[src/eif_pkg.sv]
// Purpose: Shared constants and types for the external-line and peripheral flag block
// Assumes: core_clk is the instruction clock of the core, 100 MHz
// Notes:   Offsets are byte indices on the plain register port
`default_nettype none

package eif_pkg;

  localparam int ADDR_W = 8;
  localparam int DATA_W = 8;

  // Register offsets
  localparam logic [7:0] OFS_EXT_CTRL = 8'h00;
  localparam logic [7:0] OFS_PERIPH_IRQ_FLAGS_ONE     = 8'h01;
  localparam logic [7:0] OFS_GLOBAL   = 8'h02;
  localparam logic [7:0] OFS_PIE      = 8'h03;
  localparam logic [7:0] OFS_PIP      = 8'h04;

  // ext_line_irq_ctrl fields
  localparam int EXT_TWO_PRIO_BIT = 7;
  localparam int EXT_ONE_PRIO_BIT = 6;
  localparam int EXT_TWO_EN_BIT   = 4;
  localparam int EXT_ONE_EN_BIT   = 3;
  localparam int EXT_TWO_FLAG_BIT = 1;
  localparam int EXT_ONE_FLAG_BIT = 0;
  localparam logic [7:0] EXT_CTRL_RST   = 8'hC0;
  localparam logic [7:0] EXT_CTRL_WMASK = 8'hDB;

  // periph_irq_flags_one fields
  localparam int PSP_BIT  = 7;
  localparam int ADC_BIT  = 6;
  localparam int RX_BIT   = 5;
  localparam int TX_BIT   = 4;
  localparam int SSP_BIT  = 3;
  localparam int CCP_BIT  = 2;
  localparam int TIMER_TWO_COUNT_BIT = 1;
  localparam int TIMER_ONE_COUNT_BIT = 0;
  localparam logic [7:0] PERIPH_IRQ_FLAGS_ONE_RST     = 8'h00;
  localparam logic [7:0] PERIPH_IRQ_FLAGS_ONE_RO_MASK = 8'h30;

  // Global control fields
  localparam int GIE_BIT  = 7;
  localparam int PERIPHERAL_IRQ_ENABLE_BIT = 6;
  localparam int PRIORITY_LEVELS_ON_BIT = 0;
  localparam logic [7:0] GLOBAL_RST   = 8'h00;
  localparam logic [7:0] GLOBAL_WMASK = 8'hC1;

  localparam logic [7:0] PIE_RST = 8'h00;
  localparam logic [7:0] PIP_RST = 8'h00;

  // Pin edge to request latency, in instruction cycles
  localparam int INSTR_CLKS   = 1;
  localparam int EXT_LAT_INSTR = 3;
  localparam int EXT_PIPE_LEN = EXT_LAT_INSTR * INSTR_CLKS - 1;

  typedef enum logic [1:0] {
    CCP_OFF     = 2'b00,
    CCP_CAPTURE = 2'b01,
    CCP_COMPARE = 2'b10,
    CCP_PWM     = 2'b11
  } eif_ccp_mode_t;

  typedef struct packed {
    logic psp_access_done;
    logic conv_done;
    logic rx_full;
    logic tx_empty;
    logic ssp_xfer_done;
    logic capture_evt;
    logic compare_evt;
    logic timer_one_overflow;
  } eif_periph_evt_t;

  typedef struct packed {
    logic [ADDR_W-1:0] addr;
    logic [DATA_W-1:0] wdata;
    logic              wr;
    logic              rd;
  } eif_bus_req_t;

endpackage

`default_nettype wire

[src/eif_irq.sv]
// Purpose: Flags, enables and priority routing for external lines one and two
//          and the first peripheral flag register
// Assumes: All inputs synchronous to core_clk; event inputs are one-cycle pulses
// Notes:
// Notes on behaviour
// - Flags set on their event whatever the enable or global bits hold.
// - Parallel port flag sets on a finished access, holds until written zero.
// - On the small package the parallel port flag is absent, reads zero.
// - Converter flag sets when a conversion ends, holds until cleared.
// - Receive flag is read-only, follows the full receive buffer.
// - Transmit flag is read-only, follows the empty transmit buffer.
// - Sync serial flag sets when a transfer ends, holds until cleared.
// - In capture mode the capture/compare flag sets on a capture.
// - In compare mode the capture/compare flag sets on a match.
// - In pulse-width mode the unit does not drive its flag.
// - Timer-two flag sets when count equals period, holds until cleared.
// - Timer-one flag sets on overflow, holds until cleared.
// - Peripheral flags sit in a flag register, one bit per source.
// - Global bits gate requests per priority mode.
// - Without priorities, peripheral requests also need the peripheral enable.
// - Return from interrupt sets the global bit of the level in service.
// - Pin events reach the core three to four cycles after the edge.
`default_nettype none

module eif_irq (
  input  wire logic                    core_clk,
  input  wire logic                    rst,
  input  wire eif_pkg::eif_bus_req_t   bus_req,
  output logic [eif_pkg::DATA_W-1:0]   rd_data,
  input  wire logic                    small_package,
  input  wire logic                    ext_line_one,
  input  wire logic                    ext_line_two,
  input  wire eif_pkg::eif_periph_evt_t periph_evt,
  input  wire eif_pkg::eif_ccp_mode_t  capcomp_mode,
  input  wire logic [7:0]              timer_two_count,
  input  wire logic [7:0]              timer_two_period,
  input  wire logic                    vector_taken,
  input  wire logic                    vector_high,
  input  wire logic                    return_from_irq_instr,
  input  wire logic                    return_high,
  output logic                         irq_high,
  output logic                         irq_low
);

  logic [7:0] ext_line_irq_ctrl_ff;
  logic [7:0] periph_irq_flags_one_ff;
  logic [7:0] global_ctrl_ff;
  logic [7:0] periph_enable_ff;
  logic [7:0] periph_prio_ff;
  logic [7:0] rd_data_ff;
  logic       irq_high_ff;
  logic       irq_low_ff;
  logic       small_pkg_ff;
  logic       line_one_prev_ff;
  logic       line_two_prev_ff;
  logic [eif_pkg::EXT_PIPE_LEN-1:0] line_one_pipe_ff;
  logic [eif_pkg::EXT_PIPE_LEN-1:0] line_two_pipe_ff;

  logic       wr_ext;
  logic       wr_pir;
  logic       wr_glb;
  logic       wr_pie;
  logic       wr_pip;
  logic       line_one_edge;
  logic       line_two_edge;
  logic       line_one_set;
  logic       line_two_set;
  logic [7:0] pir_src;
  logic       capcomp_evt;
  logic       ext_one_req;
  logic       ext_two_req;
  logic [7:0] periph_req;
  logic       prio_on;
  logic       nxt_irq_high;
  logic       nxt_irq_low;
  logic [7:0] nxt_rd_data;

  assign wr_ext = bus_req.wr && (bus_req.addr == eif_pkg::OFS_EXT_CTRL);
  assign wr_pir = bus_req.wr && (bus_req.addr == eif_pkg::OFS_PERIPH_IRQ_FLAGS_ONE);
  assign wr_glb = bus_req.wr && (bus_req.addr == eif_pkg::OFS_GLOBAL);
  assign wr_pie = bus_req.wr && (bus_req.addr == eif_pkg::OFS_PIE);
  assign wr_pip = bus_req.wr && (bus_req.addr == eif_pkg::OFS_PIP);

  assign prio_on = global_ctrl_ff[eif_pkg::PRIORITY_LEVELS_ON_BIT];

  // Strap sampled every cycle like the pins; a change takes one cycle to act
  always_ff @(posedge core_clk or posedge rst) begin
    if (rst) begin
      small_pkg_ff <= 1'b0;
    end else begin
      small_pkg_ff <= small_package;
    end
  end

  // Pin edge detect and fixed delay line
  assign line_one_edge = ext_line_one && !line_one_prev_ff;
  assign line_two_edge = ext_line_two && !line_two_prev_ff;

  always_ff @(posedge core_clk or posedge rst) begin
    if (rst) begin
      line_one_prev_ff <= 1'b0;
      line_two_prev_ff <= 1'b0;
    end else begin
      line_one_prev_ff <= ext_line_one;
      line_two_prev_ff <= ext_line_two;
    end
  end

  // Fixed depth keeps latency identical whatever the core executes
  always_ff @(posedge core_clk or posedge rst) begin
    if (rst) begin
      line_one_pipe_ff <= '0;
      line_two_pipe_ff <= '0;
    end else begin
      line_one_pipe_ff <= {line_one_pipe_ff[eif_pkg::EXT_PIPE_LEN-2:0], line_one_edge};
      line_two_pipe_ff <= {line_two_pipe_ff[eif_pkg::EXT_PIPE_LEN-2:0], line_two_edge};
    end
  end

  assign line_one_set = line_one_pipe_ff[eif_pkg::EXT_PIPE_LEN-1];
  assign line_two_set = line_two_pipe_ff[eif_pkg::EXT_PIPE_LEN-1];

  // Line control register; a new edge wins over a clearing write
  always_ff @(posedge core_clk or posedge rst) begin
    if (rst) begin
      ext_line_irq_ctrl_ff <= eif_pkg::EXT_CTRL_RST;
    end else begin
      if (wr_ext) begin
        ext_line_irq_ctrl_ff <= bus_req.wdata & eif_pkg::EXT_CTRL_WMASK;
      end
      if (line_one_set) begin
        ext_line_irq_ctrl_ff[eif_pkg::EXT_ONE_FLAG_BIT] <= 1'b1;
      end
      if (line_two_set) begin
        ext_line_irq_ctrl_ff[eif_pkg::EXT_TWO_FLAG_BIT] <= 1'b1;
      end
    end
  end

  // Capture/compare event follows the unit mode; pulse-width leaves it alone
  always_comb begin
    case (capcomp_mode)
      eif_pkg::CCP_CAPTURE: capcomp_evt = periph_evt.capture_evt;
      eif_pkg::CCP_COMPARE: capcomp_evt = periph_evt.compare_evt;
      eif_pkg::CCP_PWM:     capcomp_evt = 1'b0;
      default:              capcomp_evt = 1'b0;
    endcase
  end

  // Set sources, one per flag bit
  always_comb begin
    pir_src = 8'h00;
    pir_src[eif_pkg::PSP_BIT]  = periph_evt.psp_access_done;
    pir_src[eif_pkg::ADC_BIT]  = periph_evt.conv_done;
    pir_src[eif_pkg::RX_BIT]   = periph_evt.rx_full;
    pir_src[eif_pkg::TX_BIT]   = periph_evt.tx_empty;
    pir_src[eif_pkg::SSP_BIT]  = periph_evt.ssp_xfer_done;
    pir_src[eif_pkg::CCP_BIT]  = capcomp_evt;
    pir_src[eif_pkg::TIMER_TWO_COUNT_BIT] = (timer_two_count == timer_two_period);
    pir_src[eif_pkg::TIMER_ONE_COUNT_BIT] = periph_evt.timer_one_overflow;
  end

  // One flag bit per source, kept apart from enables
  genvar gi;
  generate
    for (gi = 0; gi < 8; gi++) begin : g_flag
      always_ff @(posedge core_clk or posedge rst) begin
        if (rst) begin
          periph_irq_flags_one_ff[gi] <= eif_pkg::PERIPH_IRQ_FLAGS_ONE_RST[gi];
        end else if ((gi == eif_pkg::PSP_BIT) && small_pkg_ff) begin
          periph_irq_flags_one_ff[gi] <= 1'b0;
        end else if (eif_pkg::PERIPH_IRQ_FLAGS_ONE_RO_MASK[gi]) begin
          // Mirrors the buffer state; software access to the buffer clears it
          periph_irq_flags_one_ff[gi] <= pir_src[gi];
        end else if (wr_pir) begin
          periph_irq_flags_one_ff[gi] <= bus_req.wdata[gi] | pir_src[gi];
        end else begin
          periph_irq_flags_one_ff[gi] <= periph_irq_flags_one_ff[gi] | pir_src[gi];
        end
      end
    end
  endgenerate

  always_ff @(posedge core_clk or posedge rst) begin
    if (rst) begin
      periph_enable_ff <= eif_pkg::PIE_RST;
      periph_prio_ff   <= eif_pkg::PIP_RST;
    end else begin
      if (wr_pie) begin
        periph_enable_ff <= bus_req.wdata;
      end
      if (wr_pip) begin
        periph_prio_ff <= bus_req.wdata;
      end
    end
  end

  // Global bits: vectoring clears the level taken, return restores it
  always_ff @(posedge core_clk or posedge rst) begin
    if (rst) begin
      global_ctrl_ff <= eif_pkg::GLOBAL_RST;
    end else if (return_from_irq_instr) begin
      if (!prio_on || return_high) begin
        global_ctrl_ff[eif_pkg::GIE_BIT] <= 1'b1;
      end else begin
        global_ctrl_ff[eif_pkg::PERIPHERAL_IRQ_ENABLE_BIT] <= 1'b1;
      end
    end else if (vector_taken) begin
      if (!prio_on || vector_high) begin
        global_ctrl_ff[eif_pkg::GIE_BIT] <= 1'b0;
      end else begin
        global_ctrl_ff[eif_pkg::PERIPHERAL_IRQ_ENABLE_BIT] <= 1'b0;
      end
    end else if (wr_glb) begin
      global_ctrl_ff <= bus_req.wdata & eif_pkg::GLOBAL_WMASK;
    end
  end

  // Enabled requests
  assign ext_one_req = ext_line_irq_ctrl_ff[eif_pkg::EXT_ONE_FLAG_BIT]
                    && ext_line_irq_ctrl_ff[eif_pkg::EXT_ONE_EN_BIT];
  assign ext_two_req = ext_line_irq_ctrl_ff[eif_pkg::EXT_TWO_FLAG_BIT]
                    && ext_line_irq_ctrl_ff[eif_pkg::EXT_TWO_EN_BIT];
  assign periph_req  = periph_irq_flags_one_ff & periph_enable_ff;

  // Routing to the two core request lines
  always_comb begin
    nxt_irq_high = 1'b0;
    nxt_irq_low  = 1'b0;
    if (!prio_on) begin
      nxt_irq_high = global_ctrl_ff[eif_pkg::GIE_BIT] && (ext_one_req || ext_two_req
                  || (global_ctrl_ff[eif_pkg::PERIPHERAL_IRQ_ENABLE_BIT] && (|periph_req)));
    end else begin
      nxt_irq_high = global_ctrl_ff[eif_pkg::GIE_BIT] &&
        ((ext_one_req && ext_line_irq_ctrl_ff[eif_pkg::EXT_ONE_PRIO_BIT])
        || (ext_two_req && ext_line_irq_ctrl_ff[eif_pkg::EXT_TWO_PRIO_BIT])
        || (|(periph_req & periph_prio_ff)));
      nxt_irq_low = global_ctrl_ff[eif_pkg::PERIPHERAL_IRQ_ENABLE_BIT] &&
        ((ext_one_req && !ext_line_irq_ctrl_ff[eif_pkg::EXT_ONE_PRIO_BIT])
        || (ext_two_req && !ext_line_irq_ctrl_ff[eif_pkg::EXT_TWO_PRIO_BIT])
        || (|(periph_req & ~periph_prio_ff)));
    end
  end

  always_ff @(posedge core_clk or posedge rst) begin
    if (rst) begin
      irq_high_ff <= 1'b0;
      irq_low_ff  <= 1'b0;
    end else begin
      irq_high_ff <= nxt_irq_high;
      irq_low_ff  <= nxt_irq_low;
    end
  end

  // Read port; unmapped offsets read zero
  always_comb begin
    case (bus_req.addr)
      eif_pkg::OFS_EXT_CTRL: nxt_rd_data = ext_line_irq_ctrl_ff;
      eif_pkg::OFS_PERIPH_IRQ_FLAGS_ONE:     nxt_rd_data = periph_irq_flags_one_ff;
      eif_pkg::OFS_GLOBAL:   nxt_rd_data = global_ctrl_ff;
      eif_pkg::OFS_PIE:      nxt_rd_data = periph_enable_ff;
      eif_pkg::OFS_PIP:      nxt_rd_data = periph_prio_ff;
      default:               nxt_rd_data = 8'h00;
    endcase
  end

  // Data stands only in the cycle after the strobe
  always_ff @(posedge core_clk or posedge rst) begin
    if (rst) begin
      rd_data_ff <= 8'h00;
    end else if (bus_req.rd) begin
      rd_data_ff <= nxt_rd_data;
    end else begin
      rd_data_ff <= 8'h00;
    end
  end

  assign rd_data  = rd_data_ff;
  assign irq_high = irq_high_ff;
  assign irq_low  = irq_low_ff;

endmodule

`default_nettype wire

[config.mk]
export PLATFORM = sky130hd
export DESIGN_NAME = eif_irq
export DESIGN_NICKNAME = d
export VERILOG_FILES = /design/src/eif_pkg.sv /design/src/eif_irq.sv
export SDC_FILE = /design/constraint.sdc
export NUM_CORES = 1
export LEC_CHECK = 0
export BUFFER_PORTS_ARGS = -buffer_cell sky130_fd_sc_hd__buf_2
export CORE_MARGIN = 4
export CORE_UTILIZATION = 32
export DETAILED_ROUTE_END_ITERATION = 6
export GPL_TIMING_DRIVEN = 0
export MAX_ROUTING_LAYER = met4
export SYNTH_ARGS = -nofsm -noshare
export SYNTH_HDL_FRONTEND = slang
export SYNTH_SLANG_ARGS = --single-unit
[constraint.sdc]
create_clock -name core_clk -period 1.35 [get_ports core_clk]
set_input_delay 0 -clock core_clk [delete_from_list [all_inputs] [get_ports core_clk]]
set_output_delay 0 -clock core_clk [all_outputs]
set_load 0.005 [all_outputs]
# After elaboration in Yosys (flattened, before gate mapping)
# Cells that the tools add are included.
# op_classes
eq_ne	11
muxes	22
bitwise	18
n_reduce_logical	40
# op_table
cell	n
one-hot mux 8 bit (5 select lines)	1
AND 8 bit	3
OR reduction 8 bit	3
logical AND 1 bit	17
== test 8 x 2 -> 1 bit, second input constant	2
2-to-1 mux 8 bit	2
2-to-1 mux 1 bit	15
OR 1 bit	12
AND reduction 3 bit	3
== test 8 x 1 -> 1 bit, second input constant	1
== test 8 x 3 -> 1 bit, second input constant	1
== test 8 bit	1
zero test 8 bit	1
logical OR 1 bit	8
inverter 8 bit	1
2-to-1 mux 2 bit	3
zero test 1 bit	5
nonzero test 2 bit	2
!= test 3 x 1 -> 1 bit, second input constant	1
!= test 3 bit, second input constant	1
nonzero test 3 bit	1
== test 2 x 1 -> 1 bit, second input constant	1
== test 2 bit, second input constant	1
!= test 2 x 1 -> 1 bit, second input constant	1
other kinds (3)	4
# word_totals
register_bits	50
inputBits	53
output_inout_bits	10
wordCells	115

# Logic depth before layout (Yosys ltp)
# depth
ltp_word	6
depth_mapped	6
depth_no_buf	4

# Least setup slack after synthesis
# No wires, ideal clock.
# synth_timing
path_kind	input-to-reg
from	input port bus_req[13] (netlist bit)
to	register ext_line_irq_ctrl_ff[3]
setup_ns	0.125
arrival_ns	1.443
required_time_ns	1.225
path_slack_ns	-0.219
stages	5
path_buffers	2
path_cell_list	or3_4 buf_6 or4b_1 buf_6 mux2_4
# synth_via
elab_chain_cells	2
# synth_rtl
item	line	rtl
start, declared	eif_irq.sv:28	input wire eif_pkg::eif_bus_req_t bus_req,
zero test 8 bit	eif_irq.sv:78	assign wr_ext = bus_req.wr && (bus_req.addr == eif_pkg::OFS_EXT_CTRL);
logical AND 1 bit	eif_irq.sv:78	
end signal, assigned	eif_irq.sv:126	ext_line_irq_ctrl_ff <= eif_pkg::EXT_CTRL_RST;
end signal, assigned	eif_irq.sv:129	ext_line_irq_ctrl_ff <= bus_req.wdata & eif_pkg::EXT_CTRL_WMASK;
end, declared	eif_irq.sv:45	logic [7:0] ext_line_irq_ctrl_ff;
# Every way passes these cells.
# A chain may end at the register's enable or synchronous reset.

# Final worst setup path
# layout_timing
from	register ext_line_irq_ctrl_ff[7]
to	register irq_low_ff (netlist: irq_low)
# layout_via
elab_chain_cells	6
# layout_rtl
item	line	rtl
zero test 1 bit	eif_irq.sv:240	|| (ext_two_req && !ext_line_irq_ctrl_ff[eif_pkg::EXT_TWO_PRIO_BIT])
logical AND 1 bit	eif_irq.sv:240	
logical OR 1 bit	eif_irq.sv:240	
logical OR 1 bit	eif_irq.sv:241	|| (|(periph_req & ~periph_prio_ff)));
logical AND 1 bit	eif_irq.sv:238	nxt_irq_low = global_ctrl_ff[eif_pkg::PERIPHERAL_IRQ_ENABLE_BIT] &&
2-to-1 mux 1 bit	eif_irq.sv:230	if (!prio_on) begin
via nxt_irq_low	eif_irq.sv:75	logic nxt_irq_low;
end signal, assigned	eif_irq.sv:251	irq_low_ff <= nxt_irq_low;
end, declared	eif_irq.sv:52	logic irq_low_ff;
# The timed path passes the listed nets, and every way through them passes these cells.

==> metrics.yaml <==
outcome:
  outcome: "complete, but fails checks"
  violations: "hold timing, setup timing"
timing:
  finalHoldViolations: 1
  timing.final.ws_setup_ns: -0.0442
  min_period_ns: 1.39
  fin_crit_sh_pct: 103
  rsz0062_at_grt: "yes"
  fmax_mhz: 717
  timing.hold.ws_ns: -0.00107
  relSlewSlack_pct: 66.5
  setup_violations: 1
  finalMaxSlewViolations: 0
  worstMarginPinSlew_ns: 0.503
  skew_ns: 0.0112
final_layout:
  area_growth_pct: 36.2
  layout-drive-gt1-share_pct: 41.9
  nNetsFinal: 369
  stdcell_area_um2: 3380
  n_antenna_cell: 0
  final_util_pct: 45.7
synthesis:
  synth.top_cell.area_share_pct: 48.4
  synthFlopType: "dfrtp_1"
  yosys-top-cells-count: "dfrtp_1 (48), mux2_2 (19), nand2_1 (15)"
  synth_edf_count: 0
  synth_nets: 272
  synth_warnings: 0
  synthArstFlopShare_pct: 100
  netlist_area_um2: 2480
  syn_avg_cell_area_um2: 11.4
  yosysMostFrequentCell: "dfrtp_1"
  syn_inst: 217
  synth_seq_cells: 50
  netlist_top_cells_area: "dfrtp_1 (48%), mux2_2 (8.6%), nand3_1 (2.8%)"
  yosysTopAreaCell: "dfrtp_1"
  yosysSeqAreaShare_pct: 50.5
  yosysUniqueCellTypes: 42
global_route:
  grt_max_degree: 29
  grt_overflow: 0
  grt_pass1_vias: 2019
  grt_pass1_wl_um: 10200
  gr-usage-all-layers_pct: 14.8
  antenna_found_initial: 0
critical_path:
  arrival_ns: 1.59
  cpPeakStageDelay_ns: 0.57
  critPathLaunchType: "flop"
  startpoint: "ext_line_irq_ctrl_ff[7]"
  r2r-start: "ext_line_irq_ctrl_ff[7]"
  end_kind: "flop"
  crit_fanout: 4
  slowest_stage: "dfstp_2"
  critical_path_class: "flop to flop"
  worstPathRequired_ns: 1.54
  critical_path.cell_chain: "o22ai_1 > or3_1 > o311a_1"
power:
  power.switching_w: 0.000739
  power_frac_seq_pct: 55.8
  internal-power_w: 0.00217
  pwr_density_cell_nw_per_um2: 861
  leakage_nw: 1.56
  irDropWorstVdd_mv: 0.391
  switching_share_pct: 25.4
  comb_power_share_pct: 14.6
  clkPwrFrac_pct: 29.6
placed_design:
  dp.final_hpwl_um: 4540
  placed_cell_area_um2: 2970
  port_buffers: 61
  gp_congestion: 0.882
floorplanning:
  core_area_um2: 7410
  fp.dieW_um: 96.1
  num_rows: 31
  start_util_pct: 33.5
  die_area_um2: 9240
  dieHeight_um: 96.1
  pin_count: 63
drt:
  dr.pass1.iters: 4
  routedWlPerCell_um: 15.0
  vias: 2052
  drc_errors: 0
  wirelength_um: 6230
  dr.first_iter.drc_count: 172
  route.antenna.remaining_nets: 0
  avgViaCountPerCell: 4.96
clock_tree:
  clk_pin_slew_worst_paths_ns: 0.09
  clkSinkCount: 50
  cts_buffer_depth: 2
  cts_max_level: 2
  cts_made_buffers: 5
  clock_latency_ns: 0.30
  cts-root-buf: "clkbuf_8"
  cts_tree: "built"
worst_hold_path:
  worstHoldPathType: "input pin to flop"
  hp-start: "timer_two_period[4]"
job:
  cap_violations: 0
-- worst max-delay path, delay by kind of cell, from the launching register on --
family,cells,cell delay [ns]
flip-flops,1,0.57
AND/OR/NAND/NOR,1,0.32
AO/OA/AOI/OAI,2,0.40
-- cell type report --
type / count / area (um2)
Sequential cell: 50 / 1260
Inverter: 7 / 26.3
Clock inverter: 2 / 13.8
Tap cell: 99 / 124
Buffer: 5 / 55.1
Multi-Input combinational cell: 154 / 1240
Timing Repair Buffer: 91 / 597
Clock buffer: 6 / 72.6
Fill cell: 705 / 4030
-- logic make-up after synthesis --
logic type	Yosys count	synth area share, %
AOI/OAI and AO/OA	38	10.8
buffers and inverters	13	2.97
DFF	50	50.5
and+or+nand+nor	78	17.5
muxes	28	14.4
xor gates and xnor gates	8	2.82
adders and majority gates	2	1.01
-- placed cells by master (no fill, tap or decap), types with 3 or more instances in the layout --
cell / instances
a211o_1: 4
a21oi_1: 5
a22oi_1: 5
a2bb2oi_1: 3
buf_2: 62
buf_4: 8
clkbuf_8: 5
dfrtp_1: 46
dlygate4sd3_1: 20
inv_1: 6
mux2_2: 18
mux2_4: 4
mux2i_1: 3
mux4_2: 3
nand2_1: 12
nand2_2: 3
nand3_1: 13
nand4_1: 7
nor2_1: 14
nor2b_1: 7
nor3_1: 5
o21ai_0: 3
o22ai_1: 4
xnor2_1: 7
-- power groups by stage --
stage          combinational, W  clock, W  sequential, W
6_report               0.000425  0.000862        0.00163
5_1_grt                0.000478  0.000959        0.00163
3_3_place_gp           0.000330         0        0.00165
4_1_cts                0.000404  0.000897        0.00162
2_1_floorplan          0.000202         0        0.00163
3_5_place_dp           0.000344         0        0.00165
-- final timing paths --
| check | endpoint | slack, ns | cells after the start |
|---|---|---|---|
| worst min-delay path | periph_irq_flags_one_ff[1] | -0.001 | 4 |
| min in group asynchronous | line_one_prev_ff | 0.25 | 3 |
| worst max-delay path | irq_low | -0.04 | 3 |
| max in group asynchronous | rd_data[0] | 0.57 | 4 |
| worst min register to register | line_one_pipe_ff[1] | 0.36 | 0 |
| worst max register to register | irq_low | -0.04 | 3 |
-- flip-flops by register name, summed over array words and instances, names as in the netlist, 2 cells and up --
name / count
periph_enable_ff: 8
periph_irq_flags_one_ff: 8
periph_prio_ff: 8
rd_data: 8
ext_line_irq_ctrl_ff: 6
global_ctrl_ff: 3
line_one_pipe_ff: 2
line_two_pipe_ff: 2
-- timing repair --
action | CTS | global route
cloned | 1 | 0
pin swaps | 4 | 3
hold buffers | 21 | 0
setup buffers | 5 | 3
setup endpoints to repair | 13 | 17
gates resized for setup | 4 | 16
hold endpoints to repair | 51 | 0
-- routing by layer --
metal	share of wire, %	global-route usage [%]	vias up
met2	48	23.7	82
met4	0.87	2.13	0
met3	6.5	3.05	7
met1	45	19.7	971
li1	-	-	992
met5	0	-	-
-- stage by stage --
stage | setup WS, ns | cells | total power (W) | setup TNS [ns]
6_report | -0.0442 | 414 | 0.00291 | -0.0442
4_1_cts | -0.0421 | 412 | 0.00292 | -0.0610
3_3_place_gp | -0.470 | 377 | 0.00198 | -31.74
2_1_floorplan | -0.218 | 217 | 0.00183 | -1.99
5_1_grt | -0.0703 | 414 | 0.00307 | -0.118
3_5_place_dp | -0.372 | 378 | 0.00200 | -9.61
No activity file was read; power rests on OpenSTA's default activity.
